$ cat src/design/pls_pkg.sv
// Shared constants and types of the power loss ride-through block
`default_nettype none

package pls_pkg;

  // Clock rate and the time bases derived from it
  localparam int unsigned CLOCK_HZ = 200_000_000;
  localparam int unsigned CENTISEC_US = 10_000;
  localparam int unsigned CYC_PER_CS = CLOCK_HZ / 1_000_000 * CENTISEC_US;
  localparam int unsigned RECOVER_HOLD_MS = 500;
  localparam int unsigned RECOVER_HOLD_CYC = CLOCK_HZ / 1_000 * RECOVER_HOLD_MS;

  // Field widths
  localparam int VOLT_W = 11;
  localparam int SPD_W = 16;
  localparam int TIME_W = 16;
  localparam int PCT_W = 14;
  localparam int ACC_W = 48;

  // Speed scaling: full scale of the setpoint is maximum speed
  localparam logic signed [SPD_W-1:0] MAX_SPEED = 16'sh7FFF;
  localparam logic [PCT_W-1:0] STEP_FULL = 14'h2710;

  // Recommended settings after power-up (volts, centiseconds, 0.01 %)
  localparam logic CFG_ENABLE_RST = 1'b0;
  localparam logic [VOLT_W-1:0] TRIP_LEVEL_RST = 11'h0F3;
  localparam logic [VOLT_W-1:0] BAND_RST = 11'h014;
  localparam logic [TIME_W-1:0] RECOV_RAMP_CS_RST = 16'h03E8;
  localparam logic [TIME_W-1:0] STOP_RAMP_CS_RST = 16'h01F4;
  localparam logic [TIME_W-1:0] MAX_DUR_CS_RST = 16'h0BB8;
  localparam logic [PCT_W-1:0] INIT_STEP_RST = 14'h0000;

  // Operating modes of the sequencer
  typedef enum logic [2:0] {
    PLS_IDLE,
    PLS_DECEL,
    PLS_PAUSE,
    PLS_RECOVER,
    PLS_TRIPPED
  } pls_mode_t;

  // Settings carried into the block as one group
  typedef struct packed {
    logic enable;
    logic [VOLT_W-1:0] trip_level;
    logic [VOLT_W-1:0] control_band;
    logic [TIME_W-1:0] recovery_ramp_duration;
    logic [TIME_W-1:0] stop_ramp_duration;
    logic [TIME_W-1:0] max_duration;
    logic [PCT_W-1:0] initial_step;
  } pls_cfg_t;

  // Whole state of the sequencer
  typedef struct packed {
    pls_mode_t mode;
    logic signed [SPD_W-1:0] setpoint;
    logic [TIME_W-1:0] timer_cs;
    logic [31:0] presc;
    logic [31:0] hold;
    logic trip;
  } pls_state_t;

  // Whole state of a ramp rate generator
  typedef struct packed {
    logic [ACC_W-1:0] acc;
  } pls_ramp_state_t;

endpackage : pls_pkg

`default_nettype wire

$ cat src/design/pls_ramp_tick.sv
// Ramp rate generator: one-LSB step pulses spread over a duration
`default_nettype none

module pls_ramp_tick
  import pls_pkg::*;
#(
  parameter int unsigned CYC_PER_CS = pls_pkg::CYC_PER_CS
) (
  // Clock and reset
  input wire logic clock,
  input wire logic rst,
  // Control
  input wire logic run,
  input wire logic [TIME_W-1:0] duration_cs,
  // Step pulse, one cycle per setpoint LSB
  output logic step
);

  pls_ramp_state_t cur_reg;
  pls_ramp_state_t cur_next;
  logic [ACC_W-1:0] dur_cyc;
  logic [ACC_W-1:0] acc_sum;

  // Full scale is covered in the duration: add full scale each cycle and
  // step when the duration in cycles is passed. The shortest duration is
  // far more cycles than full scale, so at most one step per cycle.
  always_comb begin
    cur_next = cur_reg;
    dur_cyc = ACC_W'((duration_cs == '0) ? 16'h0001 : duration_cs)
              * ACC_W'(CYC_PER_CS);
    acc_sum = cur_reg.acc + ACC_W'(MAX_SPEED);
    step = run && (acc_sum >= dur_cyc);
    if (!run) begin
      cur_next.acc = '0;
    end else if (step) begin
      cur_next.acc = acc_sum - dur_cyc;
    end else begin
      cur_next.acc = acc_sum;
    end
  end

  // State register
  always_ff @(posedge clock or posedge rst) begin
    if (rst) begin
      cur_reg <= '0;
    end else begin
      cur_reg <= cur_next;
    end
  end

endmodule : pls_ramp_tick

`default_nettype wire

$ cat src/design/pls_ride_through.sv
// Power loss ride-through sequencer for the drive speed setpoint
`default_nettype none

module pls_ride_through
  import pls_pkg::*;
#(
  parameter int unsigned CYC_PER_CS = pls_pkg::CYC_PER_CS,
  parameter int unsigned HOLD_CYC = RECOVER_HOLD_CYC
) (
  // Clock and reset
  input wire logic clock,
  input wire logic rst,
  // Settings
  input wire pls_cfg_t cfg,
  input wire logic trip_clear,
  // Measurements and demand
  input wire logic [VOLT_W-1:0] dc_link_volts,
  input wire logic signed [SPD_W-1:0] speed_demand,
  // Setpoint to the speed loop
  output logic signed [SPD_W-1:0] speed_setpoint,
  // Status
  output logic ridethrough_in_progress,
  output logic dc_link_low_trip,
  output logic coast_to_stop
);

  pls_state_t cur_reg;
  pls_state_t cur_next;
  logic active;
  logic v_low;
  logic v_high;
  logic cs_tick;
  logic timeout;
  logic dn_step;
  logic up_step;
  logic [VOLT_W:0] band_level;

  // Magnitude of a signed speed, saturated for the most negative code
  function automatic logic [SPD_W-1:0] mag(input logic signed [SPD_W-1:0] s);
    if (s == 16'sh8000) begin
      return 16'h7FFF;
    end
    return (s < 0) ? SPD_W'(-s) : SPD_W'(s);
  endfunction : mag

  // Initial reduction step in setpoint LSBs, percent clamped to full
  function automatic logic [SPD_W-1:0] step_lsb(input logic [PCT_W-1:0] pct);
    logic [31:0] p;
    p = 32'((pct > STEP_FULL) ? STEP_FULL : pct);
    return SPD_W'((p * 32'(MAX_SPEED)) / 32'(STEP_FULL));
  endfunction : step_lsb

  // Move a setpoint toward zero by amt, never past zero
  function automatic logic signed [SPD_W-1:0] shrink(
    input logic signed [SPD_W-1:0] s, input logic [SPD_W-1:0] amt);
    logic [SPD_W-1:0] m;
    m = mag(s);
    if (m <= amt) begin
      return '0;
    end
    return (s < 0) ? -$signed(m - amt) : $signed(m - amt);
  endfunction : shrink

  // Move a setpoint one LSB toward a target
  function automatic logic signed [SPD_W-1:0] toward(
    input logic signed [SPD_W-1:0] s, input logic signed [SPD_W-1:0] t);
    if (s < t) begin
      return s + 16'sh0001;
    end else if (s > t) begin
      return s - 16'sh0001;
    end
    return s;
  endfunction : toward

  // Ramp rate generators for the stop ramp and the recovery ramp
  pls_ramp_tick #(
    .CYC_PER_CS(CYC_PER_CS)
  ) u_down (
    .clock(clock),
    .rst(rst),
    .run(cur_reg.mode == PLS_DECEL),
    .duration_cs(cfg.stop_ramp_duration),
    .step(dn_step)
  );

  pls_ramp_tick #(
    .CYC_PER_CS(CYC_PER_CS)
  ) u_up (
    .clock(clock),
    .rst(rst),
    .run(cur_reg.mode == PLS_RECOVER),
    .duration_cs(cfg.recovery_ramp_duration),
    .step(up_step)
  );

  // Voltage comparisons; the band sum is one bit wider so it cannot wrap
  assign band_level = (VOLT_W + 1)'(cfg.trip_level)
                      + (VOLT_W + 1)'(cfg.control_band);
  assign v_low = dc_link_volts <= cfg.trip_level;
  assign v_high = (VOLT_W + 1)'(dc_link_volts) > band_level;
  assign active = (cur_reg.mode == PLS_DECEL) || (cur_reg.mode == PLS_PAUSE)
                  || (cur_reg.mode == PLS_RECOVER);
  assign cs_tick = cur_reg.presc == 32'(CYC_PER_CS - 1);
  assign timeout = active && (cur_reg.timer_cs >= cfg.max_duration);

  // Sequencer next state
  always_comb begin
    cur_next = cur_reg;
    // Timer counts centiseconds only while the sequence runs
    if (active && !cs_tick) begin
      cur_next.presc = cur_reg.presc + 32'h00000001;
    end else begin
      cur_next.presc = '0;
    end
    if (active && cs_tick && (cur_reg.timer_cs != 16'hFFFF)) begin
      cur_next.timer_cs = cur_reg.timer_cs + 16'h0001;
    end
    // Clear first so that a trip raised in the same cycle wins
    if (trip_clear) begin
      cur_next.trip = 1'b0;
    end
    if (timeout) begin
      // Expiry beats every other move: coast and trip
      cur_next.mode = PLS_TRIPPED;
      cur_next.setpoint = '0;
      cur_next.trip = 1'b1;
    end else begin
      unique case (cur_reg.mode)
        PLS_IDLE: begin
          cur_next.setpoint = speed_demand;
          cur_next.timer_cs = '0;
          cur_next.presc = '0;
          cur_next.hold = '0;
          if (v_low && cfg.enable) begin
            // Start with the reduction step applied
            cur_next.mode = PLS_DECEL;
            cur_next.setpoint = shrink(speed_demand,
                                       step_lsb(cfg.initial_step));
          end else if (v_low) begin
            // Disabled: undervoltage trip straight away
            cur_next.mode = PLS_TRIPPED;
            cur_next.setpoint = '0;
            cur_next.trip = 1'b1;
          end
        end
        PLS_DECEL: begin
          cur_next.hold = '0;
          if (v_high) begin
            cur_next.mode = PLS_PAUSE;
          end else if (dn_step) begin
            cur_next.setpoint = shrink(cur_reg.setpoint, 16'h0001);
          end
        end
        PLS_PAUSE: begin
          // Any dip to the band level or below restarts the 500 ms qualification
          if (!v_high) begin
            cur_next.mode = PLS_DECEL;
            cur_next.hold = '0;
          end else if (cur_reg.hold >= 32'(HOLD_CYC)) begin
            cur_next.mode = PLS_RECOVER;
          end else begin
            cur_next.hold = cur_reg.hold + 32'h00000001;
          end
        end
        PLS_RECOVER: begin
          if (v_low) begin
            // Supply lost again before recovery finished
            cur_next.mode = PLS_DECEL;
            cur_next.hold = '0;
          end else if (cur_reg.setpoint == speed_demand) begin
            cur_next.mode = PLS_IDLE;
          end else if (up_step) begin
            cur_next.setpoint = toward(cur_reg.setpoint, speed_demand);
          end
        end
        PLS_TRIPPED: begin
          // Held at zero until software clears the trip
          cur_next.setpoint = '0;
          if (trip_clear) begin
            cur_next.mode = PLS_IDLE;
          end
        end
      endcase
    end
  end

  // State register
  always_ff @(posedge clock or posedge rst) begin
    if (rst) begin
      cur_reg.mode <= PLS_IDLE;
      cur_reg.setpoint <= '0;
      cur_reg.timer_cs <= '0;
      cur_reg.presc <= '0;
      cur_reg.hold <= '0;
      cur_reg.trip <= 1'b0;
    end else begin
      cur_reg <= cur_next;
    end
  end

  // Outputs, all decoded from registered state
  assign speed_setpoint = cur_reg.setpoint;
  assign ridethrough_in_progress = active;
  assign dc_link_low_trip = cur_reg.trip;
  assign coast_to_stop = cur_reg.mode == PLS_TRIPPED;
endmodule : pls_ride_through

`default_nettype wire

$ cat config.mk
export PLATFORM = sky130hd
export DESIGN_NAME = pls_ride_through
export DESIGN_NICKNAME = d
export VERILOG_FILES = /design/src/design/pls_pkg.sv /design/src/design/pls_ramp_tick.sv /design/src/design/pls_ride_through.sv
export SDC_FILE = /design/constraint.sdc
export NUM_CORES = 2
export LEC_CHECK = 0
export BUFFER_PORTS_ARGS = -buffer_cell sky130_fd_sc_hd__buf_4
export CORE_UTILIZATION = 50
export CTS_CLUSTER_SIZE = 30
export DETAILED_ROUTE_END_ITERATION = 10
export GPL_TIMING_DRIVEN = 0
export PLACE_DENSITY = 0.69
export SYNTH_ARGS = -nofsm -noshare
export SYNTH_HDL_FRONTEND = slang
export SYNTH_HIERARCHICAL = 1
export SYNTH_SLANG_ARGS = --single-unit
$ cat constraint.sdc
create_clock -name clock -period 6.1 [get_ports clock]
set_clock_uncertainty 0.05 [all_clocks]
set_input_delay 0.915 -clock clock [delete_from_list [all_inputs] [get_ports clock]]
set_output_delay 0.915 -clock clock [all_outputs]
set_load 0.1 [all_outputs]
* Word-level counts from Yosys, hierarchy flattened
Cells that the tools add are included.
** Operators by class
- Eq/ne operators :: 22
- Divide/modulo/power cells :: 1
- Add/subtract/negate cells :: 16
- Multiplexer cells :: 83
- Reductions and logical operators :: 19
- Bitwise gates (word level) :: 1
- Magnitude comparators :: 13
- $mul :: 3
** Operator list (count)
- $mux 16 :: 30
- $mux 48 :: 5
- $mux 32 :: 4
- $add 48x15->48 const B :: 2
- $ge 48x48->1 :: 2
- $mul 48x14->41 const B :: 2
- $pmux 32 s3 :: 1
- $sub 48x48->48 :: 2
- $mux 80 :: 1
- $add 32x1->32 const B :: 2
- $neg 16->16 :: 4
- $pmux 16 s4 :: 1
- $mux 19 :: 3
- $div 32x14->32 const B :: 1
- $eq 16x16->1 const B :: 2
- $eq 32x21->1 const B :: 1
- $ge 32x27->1 const B :: 1
- $logic_not 16->1 :: 2
- $lt 16x1->1 const B :: 2
- $mux 1 :: 30
- $mul 14x15->29 const B :: 1
- $ne 3x3->1 const B :: 8
- $mux 3 :: 6
- $add 16x1->16 const B :: 1
- 35 further kinds :: 44
** Storage, ports and cells
- Word-level logic and storage cells :: 166
- Flip-flop bits (word level) :: 196
- Input port bits :: 115
- Output and inout port bits :: 19

* Depth between registers and ports, before layout
- Depth in word-level cells :: 25
- Gate-level depth with buffers :: 104
- Depth with buffers taken out :: 96

* Modules after synthesis
The synthesis kept the hierarchy.
** Modules (own cells, without submodules)
- pls_ride_through :: times used 1, seq. area each 2502.4 sq um, cells each 2716, area an instance 21003.9 sq um
- pls_ramp_tick at u_down :: times used 1, seq. area each 1201.2 sq um, cells each 1058, area an instance 8861.0 sq um
- pls_ramp_tick at u_up :: times used 1, seq. area each 1201.2 sq um, cells each 1053, area an instance 8804.7 sq um

* Worst setup path before layout
OpenSTA, ideal clock, no wires.
- Path kind :: input to register
- Start :: input port cfg[0] in the netlist's numbering
- End :: register cur_reg (netlist bit speed_setpoint[15])
- Library setup time :: 0.147 ns
- Arrival time :: 22.718 ns
- Path buffers :: 6
- Required time :: 5.903 ns
- Path slack :: -16.814 ns
- Cell stages on the path :: 87
- Cell sequence :: o41ai_1 a21oi_1 o31ai_1 clkbuf_1 nand2b_1 fa_1 inv_1 fa_1 inv_1 fa_1 fa_1 inv_1 fa_1 inv_1 fa_1 ha_1 buf_4 a21oi_1 (+51 left out) a21oi_1 ha_1 inv_1 fa_1 a21o_1 a21oi_1 xnor2_1 or3_1 or3_1 or3_1 or3_1 or3_1 o31ai_1 nor2_1 o21ai_0 a21oi_1 a221oi_1 a211oi_1
** On the way
- Longest elaborated chain between the ends :: 13
- Elaborated cells between the ends (all ways) :: 16
- Those cells by class :: add/sub (2); mul (1); div (1); order compare (2); mux (10)
** RTL lines
- start: declaration :: line pls_ride_through.sv:14 : input wire pls_cfg_t cfg,
- $gt 14x14->1 :: line pls_ride_through.sv:49 : p = 32'((pct > STEP_FULL) ? STEP_FULL : pct);
- $mux 14 (*) :: line pls_ride_through.sv:49
- $mul 14x15->29 (*) :: line pls_ride_through.sv:50 : return SPD_W'((p * 32'(MAX_SPEED)) / 32'(STEP_FULL));
- $div 32x14->32 (*) :: line pls_ride_through.sv:50
- parallel branches: the longest is 5 deep, another holds $sub 16x16->16
- $mux 16 (*) :: line pls_ride_through.sv:61 : return (s < 0) ? -$signed(m - amt) : $signed(m - amt);
- $mux 19 (*) :: line pls_ride_through.sv:134 : if (v_low && cfg.enable) begin
- $pmux 16 s4 (*) :: line pls_ride_through.sv:128 : unique case (cur_reg.mode)
- $mux 19 (*) :: line pls_ride_through.sv:122 : if (timeout) begin
- end signal: assignment :: line pls_ride_through.sv:197 : cur_reg <= cur_next;
- end: declaration :: line pls_ride_through.sv:27 : pls_state_t cur_reg;
Every way passes the cells marked *. The select of a mux whose other input is x is not followed.
A chain may end at the register's enable or synchronous reset.

* Final worst setup path
- Start :: input port cfg[3] in the netlist's numbering
- End :: register cur_reg (netlist bit speed_setpoint[14])
The elaborated chain is that of the path after synthesis.

==> out/results.txt <==
worst relative slew slack - 10.2%
max layer used - met5
most frequent cells in the layout - ha_1 (437), buf_4 (397), nor2_1 (368), inv_1 (362), nand2_1 (334)
sequential-to-total area share from yosys stat - 12.7%
Layout fillers - 6,356
first-pass GRT wire length - 178,000 µm
Overflow after GRT - 0
total track usage - 27.0%
Synth async-reset ratio - 100%
DR WL met2 - 53,800 µm
layout cell share with drive strength beyond 1 - 23.6%
TritonCTS clock tree - done
Startpoint Class - primary input
Multi-input gate area - 35,100 µm²
root buf cell - clkbuf_16
Storage cell area - 4900 µm²
violated checks - negative setup slack
Worst EP required - 6.37 ns
Setup crit end kind - flop
Max Cap Violations - 0
clock tree sinks - 196
Seq cells post-synth - 196
CP max stage cell - fa_1
most common cell after layout, fill and taps aside - ha_1
fmax - 43.5 MHz
max reg flops - 83
post-layout min period - 23.00 ns
syn_nets - 5,604
global placement routability congestion - 0.916
Mapped Area - 38,700 µm²
TritonCTS Buffers - 17
Synth area leaders - ha_1 (16%), dfrtp_1 (13%), fa_1 (9.1%), xnor2_1 (5.6%), a21oi_1 (4.2%)
clk_lat worst skew - 0.47 ns
Worst Path Max Fanout - 8
die area - 78,500 µm²
Worst-path clk slew - 0.08 ns
number of remaining DRC errors - 0
Post-DP HPWL - 84,500 µm
initial core utilization - 50.7%
Die X - 280 µm
routed vias - 37,741
initial antenna violation count - 2
most numerous cell on the critical path - buf_6
count of different cell masters after synthesis - 148
# IOs - 134
vias per cell - 5.98
Met1 Wirelength - 50,900 µm
ys flop type - dfrtp_1
wire length per cell - 17.7 µm
synthesis warning total - 6
largest net degree at the start of global routing - 68
Area Overhead vs Synth - 24.9%
setup TNS - -434.62 ns
final net count - 6,042
CP peak stage delay - 0.55 ns
Placeable Area - 76,200 µm²
Row Count - 101
number of synthesized flops with an enable pin - 0
syn_area_per_cell - 8.01 µm²
Syn Inst Count - 4,827
crit path kind - primary input to flop
count of buffers from port buffering - 132
Slew Limit Fails - 0
HP Class - primary input to async pin
n_diodes - 0
Die H - 280 µm
Final setup viols - 98
First DRT Iteration DRCs - 2,737
top cell type by total area after synthesis - ha_1
met3 routed WL - 4690 µm
routed wire length - 112,000 µm
Max clock buf depth - 2
status - complete, but fails checks
drt first pass iters - 6
CP arrival - 23.27 ns
ANT nets after route - 0
Final Hold Viols - 0
worst setup margin - -16.90 ns
post-synth top area share - 15.7%
fin crit share - 377%
vias in the first global route - 35,858
H-tree depth - 4
unrepaired setup endpoints after global routing - true
worst-margin pin slew - 1.34 ns
metal layers:
metal / up-vias / GRT usage (%)
met5: - / 0
met4: 4 / 6.42
met3: 174 / 2.29
met2: 1018 / 45.6
met1: 18266 / 37.2
li1: 18279 / -
final timing paths:
check / slack [ns] / from / cells past startpoint / end
max: -16.90 / cfg[3] / 102 / speed_setpoint[14]
max reg2reg: -0.49 / u_up/cur_reg[0] / 29 / speed_setpoint[0]
min in group clock: 0.44 / cur_reg[7] / 1 / cur_reg[7]
min reg2reg: 0.44 / cur_reg[7] / 1 / cur_reg[7]
min: 0.40 / rst / 2 / u_down/cur_reg[8]
max in group asynchronous: 4.81 / rst / 3 / cur_reg[65]
Yosys cell counts, drive strengths merged (83+ instances only):
cell,count
ha,486
inv,415
nor2,406
nand2,363
a21oi,331
xnor2,254
o21ai,233
dfrtp,196
xor2,185
fa,176
nand3,169
nor3,121
clkbuf,105
a21o,103
and3,83
what timing repair did:
| item | in CTS | in global routing |
|---|---|---|
| endpoints found under the setup margin | 98 | 128 |
| pin swaps | 206 | 183 |
| hold buffers | 0 | 0 |
| setup buffers | 185 | 109 |
| resized for setup | 313 | 281 |
| hold endpoints to repair | 0 | 0 |
| gates cloned | 3 | 3 |
metrics by stage:
step,util (%),std cells,worst slack [ns],hold slack (ns),area (µm²)
after floorplan,-,4827,-15.76,0.405,40100
after global placement,55.6,5989,-19.62,0.428,42400
after detailed placement,55.7,5993,-19.77,0.436,42500
after CTS,60.5,6207,-16.47,0.375,46100
after global routing,63.4,6308,-17.70,0.391,48300
final,63.4,6308,-16.90,0.400,48300
logic make-up after synthesis:
family | after synthesis | synth area share, %
AND/OR/NAND/NOR | 1580 | 20.7
AO/OA/AOI/OAI | 1271 | 23.0
adder cells (fa/ha/maj) | 669 | 25.0
buffers and inverters | 600 | 6.44
XOR/XNOR | 442 | 10.3
flip-flops | 196 | 12.7
multiplexers | 69 | 1.84
worst max-delay path, delay by kind of cell:
| kind | cells | cell delay [ns] |
|---|---|---|
| muxes | 2 | 0.43 |
| adders and majority gates | 9 | 3.59 |
| xor gates and xnor gates | 7 | 1.30 |
| and+or+nand+nor | 22 | 5.99 |
| buffers and inverters | 24 | 2.89 |
| AOI/OAI and AO/OA | 38 | 8.04 |
layout make-up:
cell class                      count  area share (%)
Clock buffer                       17           0.881
Multi-Input combinational cell   4031            72.6
Clock inverter                     15           0.355
Tap cell                         1030            2.67
Sequential cell                   196            10.2
Inverter                          417            3.49
Buffer                            171            2.38
Timing Repair Buffer              431            7.45
Power is left out: the tool's default activity adds up to more than one toggle a clock period on the data nets, which glitch-free logic cannot reach.
